## src/inc/regfile_pkg.sv

```systemverilog
// Shared constants, types and helper functions for the core register file block.
// Assumes a single system clock and an instruction decoder that fills the request structs.
package regfile_pkg;

  // Register file and data-space layout.
  localparam int          NUM_REGS      = 32;
  localparam logic [4:0]  UPPER_HALF    = 5'h10;
  localparam logic [4:0]  PTR_X_LOW     = 5'h1A;
  localparam logic [4:0]  PTR_Y_LOW     = 5'h1C;
  localparam logic [4:0]  PTR_Z_LOW     = 5'h1E;
  localparam logic [15:0] REG_LAST      = 16'h001F;
  localparam logic [15:0] IO_BASE       = 16'h0020;
  localparam logic [15:0] IO_LAST       = 16'h005F;
  localparam logic [15:0] SRAM_BASE     = 16'h0060;
  localparam logic [15:0] SRAM_LAST     = 16'h00DF;
  localparam int          SRAM_BYTES    = 128;
  localparam int          EEPROM_BYTES  = 128;
  localparam logic [7:0]  UNMAPPED_READ = 8'hFF;

  // Program space layout.
  localparam int          PC_WIDTH      = 10;
  localparam logic [9:0]  PC_RESET      = 10'h000;
  localparam logic [9:0]  PC_ONE        = 10'h001;
  localparam logic [15:0] PTR_ONE       = 16'h0001;
  localparam logic [7:0]  BYTE_ZERO     = 8'h00;

  typedef enum logic [2:0] {
    MODE_NONE     = 3'b000,
    MODE_IO       = 3'b001,
    MODE_DIRECT   = 3'b011,
    MODE_DISP     = 3'b010,
    MODE_INDIRECT = 3'b110,
    MODE_PREDEC   = 3'b111,
    MODE_POSTINC  = 3'b101
  } addr_mode_type;

  typedef enum logic [1:0] {PTR_X = 2'b00, PTR_Y = 2'b01, PTR_Z = 2'b11} ptr_sel_type;

  typedef enum logic [1:0] {PC_STEP = 2'b00, PC_HOLD = 2'b01, PC_POINTER = 2'b11, PC_OFFSET = 2'b10} pc_mode_type;

  typedef enum logic [1:0] {REGION_REG = 2'b00, REGION_IO = 2'b01, REGION_SRAM = 2'b11, REGION_NONE = 2'b10} region_type;

  typedef struct packed {
    logic       write;
    logic       imm_form;
    logic [4:0] dst;
    logic [4:0] src;
    logic [7:0] imm;
  } alu_req_type;

  typedef struct packed {
    logic          valid;
    logic          store;
    addr_mode_type mode;
    ptr_sel_type   ptr;
    logic [5:0]    disp;
    logic [5:0]    io_addr;
    logic [15:0]   direct_addr;
    logic [4:0]    data_reg;
  } mem_req_type;

  typedef struct packed {
    pc_mode_type       mode;
    logic signed [11:0] offset;
  } pc_req_type;

  typedef struct packed {
    logic       rd;
    logic       wr;
    logic [6:0] addr;
    logic [7:0] wdata;
  } ee_req_type;

  // Classifies a data-space address into the region that answers it.
  function automatic region_type region_of(input logic [15:0] addr);
    if (addr <= REG_LAST) begin
      return REGION_REG;
    end else if (addr <= IO_LAST) begin
      return REGION_IO;
    end else if (addr <= SRAM_LAST) begin
      return REGION_SRAM;
    end
    return REGION_NONE;
  endfunction

endpackage

```

## src/cpu_regfile_data_addressing.sv

```systemverilog
// Register file, data-space decode and program address logic of a small 8-bit core.
// Assumes the decoder and ALU share SYS_CLK and that I/O read data is valid in the request cycle.
module cpu_regfile_data_addressing (
  input  wire logic                     SYS_CLK,
  input  wire logic                     RESET_N,
  input  wire regfile_pkg::alu_req_type ALU_REQ,
  input  wire logic [7:0]               ALU_RESULT,
  output logic [7:0]                    OPERAND_A,
  output logic [7:0]                    OPERAND_B,
  input  wire regfile_pkg::mem_req_type MEM_REQ,
  output logic [15:0]                   MEM_ADDR,
  output regfile_pkg::region_type       MEM_REGION,
  output logic [7:0]                    LOAD_DATA,
  output logic [5:0]                    IO_ADDR,
  output logic                          IO_RD,
  output logic                          IO_WR,
  output logic [7:0]                    IO_WDATA,
  input  wire logic [7:0]               IO_RDATA,
  input  wire regfile_pkg::pc_req_type  PC_REQ,
  output logic [9:0]                    PROG_ADDR,
  input  wire logic                     CONST_REQ,
  output logic [14:0]                   CONST_WORD_ADDR,
  input  wire logic [15:0]              CONST_WORD,
  output logic [7:0]                    CONST_BYTE,
  input  wire regfile_pkg::ee_req_type  EE_REQ,
  output logic [7:0]                    EE_RDATA
);

  // Storage arrays; the data and nonvolatile stores are not reset on purpose.
  logic [7:0] work_reg [regfile_pkg::NUM_REGS];
  logic [7:0] sram [regfile_pkg::SRAM_BYTES];
  logic [7:0] nv_store [regfile_pkg::EEPROM_BYTES];

  logic [7:0]  next_reg [regfile_pkg::NUM_REGS];
  logic [9:0]  pc;
  logic [9:0]  next_pc;
  logic [7:0]  load_data;
  logic [7:0]  const_byte;
  logic [7:0]  ee_rdata;

  logic [4:0]  alu_dst;
  logic [4:0]  alu_src;
  logic [15:0] ptr_x;
  logic [15:0] ptr_y;
  logic [15:0] ptr_z;
  logic [15:0] mem_addr;
  logic        ptr_we;
  logic [15:0] ptr_next;
  logic [4:0]  ptr_low_index;
  logic [6:0]  sram_index;
  logic [7:0]  store_byte;
  logic [7:0]  load_byte;
  logic        mem_load;
  logic        mem_store;
  regfile_pkg::region_type region;

  // Immediate forms have a 4-bit destination field, forced into the upper half.
  assign alu_dst = ALU_REQ.imm_form ? (regfile_pkg::UPPER_HALF | ALU_REQ.dst) : ALU_REQ.dst;
  assign alu_src = ALU_REQ.src;

  // Operand A and the register form of operand B are read straight from the file so the ALU finishes within the cycle.
  assign OPERAND_A = work_reg[alu_dst];
  assign OPERAND_B = ALU_REQ.imm_form ? ALU_REQ.imm : work_reg[alu_src];

  // The three pointer pairs, low byte at the even register.
  assign ptr_x = {work_reg[regfile_pkg::PTR_X_LOW + 5'h01], work_reg[regfile_pkg::PTR_X_LOW]};
  assign ptr_y = {work_reg[regfile_pkg::PTR_Y_LOW + 5'h01], work_reg[regfile_pkg::PTR_Y_LOW]};
  assign ptr_z = {work_reg[regfile_pkg::PTR_Z_LOW + 5'h01], work_reg[regfile_pkg::PTR_Z_LOW]};

  operand_addr_gen i_operand_addr_gen (
    .req      (MEM_REQ),
    .ptr_x    (ptr_x),
    .ptr_y    (ptr_y),
    .ptr_z    (ptr_z),
    .addr     (mem_addr),
    .ptr_we   (ptr_we),
    .ptr_next (ptr_next)
  );

  // Region decode of the operand address; above the SRAM nothing answers.
  assign region     = regfile_pkg::region_of(mem_addr);
  assign mem_load   = MEM_REQ.valid && !MEM_REQ.store;
  assign mem_store  = MEM_REQ.valid && MEM_REQ.store;
  assign sram_index = 7'(mem_addr - regfile_pkg::SRAM_BASE);
  assign store_byte = work_reg[MEM_REQ.data_reg];
  assign ptr_low_index = (MEM_REQ.ptr == regfile_pkg::PTR_X) ? regfile_pkg::PTR_X_LOW :
                         (MEM_REQ.ptr == regfile_pkg::PTR_Y) ? regfile_pkg::PTR_Y_LOW :
                         regfile_pkg::PTR_Z_LOW;

  // I/O side: location is the data address less the I/O base, strobes last one cycle.
  assign IO_ADDR    = 6'(mem_addr - regfile_pkg::IO_BASE);
  assign IO_RD      = mem_load && (region == regfile_pkg::REGION_IO);
  assign IO_WR      = mem_store && (region == regfile_pkg::REGION_IO);
  assign IO_WDATA   = store_byte;
  assign MEM_ADDR   = mem_addr;
  assign MEM_REGION = region;

  // Load data selection; an unmapped address yields a fixed filler byte.
  always_comb begin
    unique case (region)
      regfile_pkg::REGION_REG:  load_byte = work_reg[mem_addr[4:0]];
      regfile_pkg::REGION_IO:   load_byte = IO_RDATA;
      regfile_pkg::REGION_SRAM: load_byte = sram[sram_index];
      regfile_pkg::REGION_NONE: load_byte = regfile_pkg::UNMAPPED_READ;
    endcase
  end

  // Next register file contents. Later writers win: pointer update, store, load, ALU.
  // A load whose target is the moving pointer therefore overrides the pointer update.
  always_comb begin
    for (int i = 0; i < regfile_pkg::NUM_REGS; i++) begin
      next_reg[i] = work_reg[i];
    end
    if (ptr_we) begin
      next_reg[ptr_low_index]         = ptr_next[7:0];
      next_reg[ptr_low_index + 5'h01] = ptr_next[15:8];
    end
    if (mem_store && (region == regfile_pkg::REGION_REG)) begin
      next_reg[mem_addr[4:0]] = store_byte;
    end
    if (mem_load) begin
      next_reg[MEM_REQ.data_reg] = load_byte;
    end
    if (ALU_REQ.write) begin
      next_reg[alu_dst] = ALU_RESULT;
    end
  end

  // Working registers clear at reset so pointers start at a known address.
  always_ff @(posedge SYS_CLK or negedge RESET_N) begin
    if (!RESET_N) begin
      for (int i = 0; i < regfile_pkg::NUM_REGS; i++) begin
        work_reg[i] <= regfile_pkg::BYTE_ZERO;
      end
    end else begin
      work_reg <= next_reg;
    end
  end

  // SRAM writes; stores past 0xDF are dropped by the region check.
  always_ff @(posedge SYS_CLK) begin
    if (mem_store && (region == regfile_pkg::REGION_SRAM)) begin
      sram[sram_index] <= store_byte;
    end
  end

  // Program counter: step, hold, pointer jump or offset jump, all modulo 1024 words.
  always_comb begin
    unique case (PC_REQ.mode)
      regfile_pkg::PC_STEP:    next_pc = pc + regfile_pkg::PC_ONE;
      regfile_pkg::PC_HOLD:    next_pc = pc;
      regfile_pkg::PC_POINTER: next_pc = ptr_z[9:0];
      regfile_pkg::PC_OFFSET:  next_pc = pc + PC_REQ.offset[9:0] + regfile_pkg::PC_ONE;
    endcase
  end

  // The offset is 12 bits wide but only its low 10 bits matter in a 1K space.
  always_ff @(posedge SYS_CLK or negedge RESET_N) begin
    if (!RESET_N) begin
      pc <= regfile_pkg::PC_RESET;
    end else begin
      pc <= next_pc;
    end
  end

  assign PROG_ADDR = pc;

  // Constant load: word address from the upper 15 pointer bits, byte chosen by bit 0.
  assign CONST_WORD_ADDR = ptr_z[15:1];

  always_ff @(posedge SYS_CLK or negedge RESET_N) begin
    if (!RESET_N) begin
      const_byte <= regfile_pkg::BYTE_ZERO;
    end else if (CONST_REQ) begin
      const_byte <= ptr_z[0] ? CONST_WORD[15:8] : CONST_WORD[7:0];
    end
  end

  assign CONST_BYTE = const_byte;

  // Registered copy of every load so the host sees a stable byte after the access.
  always_ff @(posedge SYS_CLK or negedge RESET_N) begin
    if (!RESET_N) begin
      load_data <= regfile_pkg::BYTE_ZERO;
    end else if (mem_load) begin
      load_data <= load_byte;
    end
  end

  assign LOAD_DATA = load_data;

  // Nonvolatile store: its own address space, one byte per access, read first.
  always_ff @(posedge SYS_CLK) begin
    if (EE_REQ.wr) begin
      nv_store[EE_REQ.addr] <= EE_REQ.wdata;
    end
  end

  always_ff @(posedge SYS_CLK or negedge RESET_N) begin
    if (!RESET_N) begin
      ee_rdata <= regfile_pkg::BYTE_ZERO;
    end else if (EE_REQ.rd) begin
      ee_rdata <= nv_store[EE_REQ.addr];
    end
  end

  assign EE_RDATA = ee_rdata;

endmodule

```

## src/operand_addr_gen.sv

```systemverilog
// Operand address generator for the data-space addressing modes.
// Assumes pointer values are the current register contents and that results are used in the same cycle.
module operand_addr_gen (
  input  wire regfile_pkg::mem_req_type req,
  input  wire logic [15:0]              ptr_x,
  input  wire logic [15:0]              ptr_y,
  input  wire logic [15:0]              ptr_z,
  output logic [15:0]                   addr,
  output logic                          ptr_we,
  output logic [15:0]                   ptr_next
);

  logic [15:0] base;
  logic [15:0] decremented;
  logic [15:0] incremented;
  logic [15:0] displaced;

  // Pointer selection and the three pointer arithmetic results; all wrap at 16 bits.
  assign base        = (req.ptr == regfile_pkg::PTR_X) ? ptr_x :
                       (req.ptr == regfile_pkg::PTR_Y) ? ptr_y : ptr_z;
  assign decremented = base - regfile_pkg::PTR_ONE;
  assign incremented = base + regfile_pkg::PTR_ONE;
  assign displaced   = base + {10'h000, req.disp};

  // Operand address per mode; the post-increment access sees the old value.
  always_comb begin
    addr     = base;
    ptr_we   = 1'b0;
    ptr_next = base;
    unique case (req.mode)
      regfile_pkg::MODE_NONE:     addr = base;
      regfile_pkg::MODE_IO:       addr = regfile_pkg::IO_BASE + {10'h000, req.io_addr};
      regfile_pkg::MODE_DIRECT:   addr = req.direct_addr;
      regfile_pkg::MODE_DISP:     addr = displaced;
      regfile_pkg::MODE_INDIRECT: addr = base;
      regfile_pkg::MODE_PREDEC: begin
        addr     = decremented;
        ptr_we   = req.valid;
        ptr_next = decremented;
      end
      regfile_pkg::MODE_POSTINC: begin
        addr     = base;
        ptr_we   = req.valid;
        ptr_next = incremented;
      end
      default:                    addr = base;
    endcase
  end

endmodule

```

## config.mk

```make
export PLATFORM = sky130hd
export DESIGN_NAME = cpu_regfile_data_addressing
export DESIGN_NICKNAME = d
export VERILOG_FILES = /design/src/inc/regfile_pkg.sv /design/src/cpu_regfile_data_addressing.sv /design/src/operand_addr_gen.sv
export SDC_FILE = /design/constraint.sdc
export NUM_CORES = 2
export LEC_CHECK = 0
export ABC_AREA = 1
export BUFFER_PORTS_ARGS = -buffer_cell sky130_fd_sc_hd__buf_4
export CAP_MARGIN = 20
export CORE_MARGIN = 8
export CORE_UTILIZATION = 50
export DETAILED_ROUTE_END_ITERATION = 8
export PLACE_DENSITY = 0.67
export SLEW_MARGIN = 20
export SYNTH_ARGS = -nofsm -noshare
export SYNTH_HDL_FRONTEND = slang
export SYNTH_SLANG_ARGS = --single-unit
```

## constraint.sdc

```tcl
create_clock -name SYS_CLK -period 7.8 [get_ports SYS_CLK]
set_clock_uncertainty 0.05 [all_clocks]
set_input_delay 2.34 -clock SYS_CLK [delete_from_list [all_inputs] [get_ports SYS_CLK]]
set_output_delay 2.34 -clock SYS_CLK [all_outputs]
set_load 0.005 [all_outputs]
```

[Yosys cells after proc, flatten, opt, wreduce, memory -nomap -nowiden]
Memory sizes are Yosys's and may differ from the RTL's. A register that Yosys moved wholly into a read port is not among the register bits.
Index checks and enable logic that the tools add are counted.
W data, S select, Z words.
Word-level totals
  ROM bits: 0
  word-level logic and storage cells: 150
  bits of input ports: 126
  bits in writable memories: 2048
  register bits: 282
  bits in latches: 0
  output and inout bits: 99
  memories kept: 2
Memories
  nv_store: depth 128, width 8, read ports 1, clocked after memory_dff 1, write ports 1, line cpu_regfile_data_addressing.sv:32  | logic [7:0] nv_store [regfile_pkg::EEPROM_BYTES];
  sram: depth 128, width 8, read ports 1, clocked after memory_dff 0, write ports 1, line cpu_regfile_data_addressing.sv:31  | logic [7:0] sram [regfile_pkg::SRAM_BYTES];
Operators by class
  equality and inequality tests: 12
  $mul: 0
  shift-type cells: 0
  multiplexer cells: 54
  add/subtract/negate cells: 10
  $lt $le $gt $ge: 14
  bitwise logic cells: 6
  divide/modulo/power cells: 0
  reductions and logical operators: 17
Operator list (number)
  $bwmux W256: 5
  $mux W256: 4
  $demux W8 S5: 5
  $bmux W8 S5: 4
  $mux W8: 15
  $pmux W16 S4: 1
  $ge A6 B6 Y1 const B: 6
  $not A5 Y6: 6
  $mux W16: 2
  $pmux W16 S2: 1
  $pmux W8 S4: 1
  $lt A6 B1 Y1 const B: 5
  $pmux W10 S3: 1
  $add A10 B1 Y10 const B: 2
  $add A16 B1 Y16 const B: 1
  $add A16 B6 Y16: 1
  $le A16 B5 Y1 const B: 1
  $le A16 B7 Y1 const B: 1
  $le A16 B8 Y1 const B: 1
  $sub A16 B1 Y16 const B: 1
  $logic_and A1 B1 Y1: 11
  $add A10 B10 Y10: 1
  $mux W2: 5
  $eq A2 B2 Y1 const B: 4
  14 further kinds: 28

[Longest topological paths before layout]
  depth in word-level cells: 17
  mapped depth: 32
  gate-level depth less buffers: 28

[By module]
Synthesis repeated with hierarchy kept, for this count alone.
Unflattened totals
  cells, all modules: 11908
  area, all modules: 110788.8 sq um
By module, submodules not included
  cpu_regfile_data_addressing: times used 1, cells an instance 11464, sequential area each 68755.9 sq um, area an instance 108430.2 sq um
  operand_addr_gen: times used 1, cells an instance 444, sequential area each 0.0 sq um, area an instance 2358.5 sq um

[Least setup slack after synthesis]
OpenSTA, ideal clock, no wires.
  kind: input to output
  from: input port MEM_REQ[0] (netlist name)
  to: output port IO_WDATA[6]
  path buffers: 2
  arrival: 5.683 ns
  cell stages on the path: 10
  required time: 5.410 ns
  setup slack: -0.273 ns
  cell sequence: inv_1 -> nor2_1 -> clkinv_1 -> clkbuf_1 -> o22ai_1 -> o21ai_0 -> nand2_1 -> nor4_1 -> inv_2 -> clkbuf_1
Between the ends
  word-level cells in the longest chain between the ends: 4
RTL lines
  from (decl): line cpu_regfile_data_addressing.sv:10  | input wire regfile_pkg::mem_req_type MEM_REQ,
  $not A5 Y6 (not written as such): line cpu_regfile_data_addressing.sv:85  | assign store_byte = work_reg[MEM_REQ.data_reg];
  $bmux W8 S5: line cpu_regfile_data_addressing.sv:85
  $mux W8 (not written as such) (2 in series): line cpu_regfile_data_addressing.sv:85
  to (decl): line cpu_regfile_data_addressing.sv:17  | output logic [7:0] IO_WDATA,
No other way between the ends. The select of a mux whose other input is x is not followed.

[Final worst setup path]
  from: input port MEM_REQ[34] (netlist name)
  to: output port IO_RD
Between the ends
  word-level cells in the longest chain between the ends: 12
RTL lines
  $eq A2 B1 Y1: line operand_addr_gen.sv:20  | (req.ptr == regfile_pkg::PTR_Y) ? ptr_y : ptr_z;
  $mux W16: line operand_addr_gen.sv:20
  $mux W16 *: line operand_addr_gen.sv:19  | assign base = (req.ptr == regfile_pkg::PTR_X) ? ptr_x :
  $sub A16 B1 Y16 or $add A16 B6 Y16 (tied branches): line operand_addr_gen.sv:21, operand_addr_gen.sv:23
  $pmux W16 S4 *: line operand_addr_gen.sv:30  | unique case (req.mode)
  $le A16 B8 Y1: line regfile_pkg.sv:80  | end else if (addr <= SRAM_LAST) begin
  $mux W1: line regfile_pkg.sv:80
  $mux W1: line regfile_pkg.sv:78  | end else if (addr <= IO_LAST) begin
  $mux W1: line regfile_pkg.sv:76  | if (addr <= REG_LAST) begin
  $mux W2 *: line regfile_pkg.sv:83  | return REGION_NONE;
  $eq A2 B1 Y1 *: line cpu_regfile_data_addressing.sv:92  | assign IO_RD = mem_load && (region == regfile_pkg::REGION_IO);
  $logic_and A1 B1 Y1 *: line cpu_regfile_data_addressing.sv:92
  to (decl): line cpu_regfile_data_addressing.sv:15  | output logic IO_RD,
Mark *: on every way between the ends. The rest lies on a longest branch, timed or not.

==> reports/metrics.cfg <==
[place]
place_hpwl_um = 255000
gp_congestion = 1.07
numPlacedInstances = 14096
portBuffers = 222
post_dp_cell_area_sq_um = 117000

[global_route]
grt_pass1_vias = 84829
antenna_found_initial = 16
grt_usage = 0.327
grt-busiest-layer = met2
grt_use_met2 = 0.491
overflow = 0
grt_max_degree = 155
use_met3 = 0.0764
use_met1 = 0.447
grt_pass1_wl_um = 577000

[pwr]
p_sw_uw = 11100
pwr-share-clk = 0.338
power_uw = 34200
internal-power_uw = 23100
p_sw_frac = 0.324
peakVddDrop_mv = 0.260
seqPwrFrac = 0.439
p_per_area_nw_per_um2 = 273
comb_power_share = 0.223
p_leak_uw = 0.0488

[cts]
cts-root-buf = clkbuf_16
cts_tree = yes
clk_path_buf_depth = 3
numCtsBuffers = 234
htreeDepth = 4
clkLatencyLatePin_ns = 0.92
cts_sinks = 2338
clkTransAtPathRegs_ns = 0.06

[cells_and_area]
design_area_sq_um = 125000
regArea_sq_um = 68800
syn_to_final_growth_pct = 13.8
fillers = 18263
nNetsFinal = 11619
multi_input_area_sq_um = 35400
layout-drive-gt1-share = 0.110
finalNonFillerCells = 14559
final_cell_mix = nand2_1, edfxtp_1, nor2_1
final_common_cell = nand2_1

[routing]
drt-vias-per-instance = 6.20
drt_pass1_iterations = 9
antenna_left = 0
avgRoutedWirePerCell_um = 27.5
drc = 0
wirelength_um = 401000
drtIter0Drc = 13012
vias = 90291

[die]
core-area_sq_um = 219000
fp-row-count = 172
start_util = 0.502
die_area_sq_um = 235000
die_x_um = 485
die_height_um = 485
io_pins = 225

[timing]
hold-worst-slack_ns = 0.447
drv_slew = 0
tightest_slew_ns = 1.16
finalCriticalPeriod_ns = 7.65
finalCritPeriodShare = 0.980
hold_viol = 0
finalSetupTns_ns = 0
max-slew-margin-rel = 0.229
setup_viol = 0
max_freq_ghz = 0.131

[run]
drv_cap = 0

[synth]
syn-cell-area_sq_um = 110000
ys_warn_count = 0
synth_edf_count = 2048
synth-seq-area-share = 0.625
yosysUniqueCellTypes = 60
ys.flop_type = edfxtp_1
syn_area_per_cell_sq_um = 9.87
synth-seq-cells = 2338
synthCells = 11147
synth_nets = 11297
synthArstFlopShare = 0.124

[worst_setup_path]
critPathMaxFanout = 8
end_kind = output port
criticalPathCategory = in -> out
required_ns = 5.41
arrival_ns = 5.26
critPathLaunchType = input port

[min_path]
holdCritPathClass = reg -> reg

[outcome]
status = completed

[worst max-delay path, cell delays in order]
cell,delay [ns]
buf_8,0.13
buf_4,0.14
nand2_1,0.14
nand3_4,0.10
ha_1,0.31
nand2_1,0.09
o211ai_1,0.48
buf_4,0.21
nand4_1,0.09
nand3_1,0.09
nand3_1,0.09
nor2_2,0.15
nand2_2,0.08
nor2_4,0.14
nand4_1,0.10
buf_4,0.17
nor2_1,0.09
buf_4,0.16
buf_4,0.15
[through the flow]
step / setup WS (ns) / util
4_1_cts: 0.0283 / 0.570
3_5_place_dp: -0.0761 / 0.534
2_1_floorplan: 0.395 / -
6_report: 0.153 / 0.571
3_3_place_gp: -0.102 / 0.534
5_1_grt: -0.00957 / 0.571
[layout make-up]
type | instances | area share
sequential | 2338 | 0.549
multi-input combinational | 7328 | 0.282
timing repair buffer | 735 | 0.0508
clock buffer | 307 | 0.0500
tap | 2871 | 0.0287
inverter | 832 | 0.0255
clock inverter | 137 | 0.0133
antenna | 11 | 0.000220
[power groups by stage]
stage                     registers, uW  logic (uW)  clock network (uW)
after floorplan                   14900        4150                   0
after global placement            15200        7280                   0
after global routing              15000        8100               12100
final                             15000        7620               11500
after CTS                         15000        7400               11600
after detailed placement          15200        7370                   0
[layer usage]
layer,vias to the layer above,share of wire
met5,-,0.00032
met2,6018,0.44
met3,1301,0.12
met1,43503,0.39
li1,39455,-
met4,14,0.062
[timing repair]
item	CTS	global route
setup buffers	2	6
pin swaps	4	11
gates resized for setup	3	15
hold buffers	0	0
endpoints found under the setup margin	3	3
[cells by family (layout without fill, tap and decap cells)]
kind of cell / after synthesis / count (layout) / synth area share
AND/OR/NAND/NOR: 5733 / 5733 / 0.221
flip-flops: 2338 / 2338 / 0.625
AO/OA/AOI/OAI: 1554 / 1554 / 0.0931
buffers and inverters: 1481 / 2011 / 0.0562
adder cells (fa/ha/maj): 24 / 24 / 0.00287
multiplexers: 13 / 13 / 0.00118
XOR/XNOR: 4 / 4 / 0.000319
other: 0 / 11 / 0
[worst paths after layout]
check / cells past startpoint / startpoint / slack (ns) / end
max reg2reg: 26 / ptr_z[0]$_DFF_PN0_ / 1.85 / work_reg[149]$_DFF_PN0_
min reg2reg: 2 / LOAD_DATA[1]$_DFFE_PN0P_ / 0.45 / LOAD_DATA[1]$_DFFE_PN0P_
min: 2 / LOAD_DATA[1]$_DFFE_PN0P_ / 0.45 / LOAD_DATA[1]$_DFFE_PN0P_
max in group asynchronous: 2 / RESET_N / 4.68 / work_reg[165]$_DFF_PN0_
min in group asynchronous: 1 / RESET_N / 1.40 / work_reg[110]$_DFF_PN0_
max: 19 / MEM_REQ[34] / 0.15 / IO_RD
[synth_stat cells, types with 6 or more instances]
library cell,instances,share of area
a22oi_1,226,0.015
nand4_1,154,0.0088
nor3_1,14,0.00064
or2_2,27,0.0015
nand3_2,11,0.0010
a221oi_1,166,0.013
inv_1,796,0.027
clkinv_1,9,0.00031
o21ai_1,6,0.00027
a21oi_1,112,0.0051
edfxtp_1,2048,0.56
mux2i_1,13,0.0012
nand2_1,2938,0.10
a22o_1,103,0.0082
nor4_1,8,0.00045
buf_4,50,0.0034
o22ai_1,293,0.017
nand3_4,7,0.0011
a31oi_1,14,0.00080
o211ai_1,14,0.00096
dfrtp_1,290,0.066
o221ai_1,81,0.0064
ha_1,22,0.0025
nand3b_1,166,0.011
nor2_1,1322,0.045
buf_6,32,0.0033
buf_1,66,0.0023
a41oi_1,10,0.00080
nor2_4,11,0.0011
inv_2,26,0.00089
nand2_2,21,0.0012
nand3_1,1011,0.046
nor2_2,34,0.0019
clkbuf_1,357,0.012
buf_2,142,0.0065
o21ai_0,496,0.023
No activity file was read; power rests on OpenSTA's default activity.
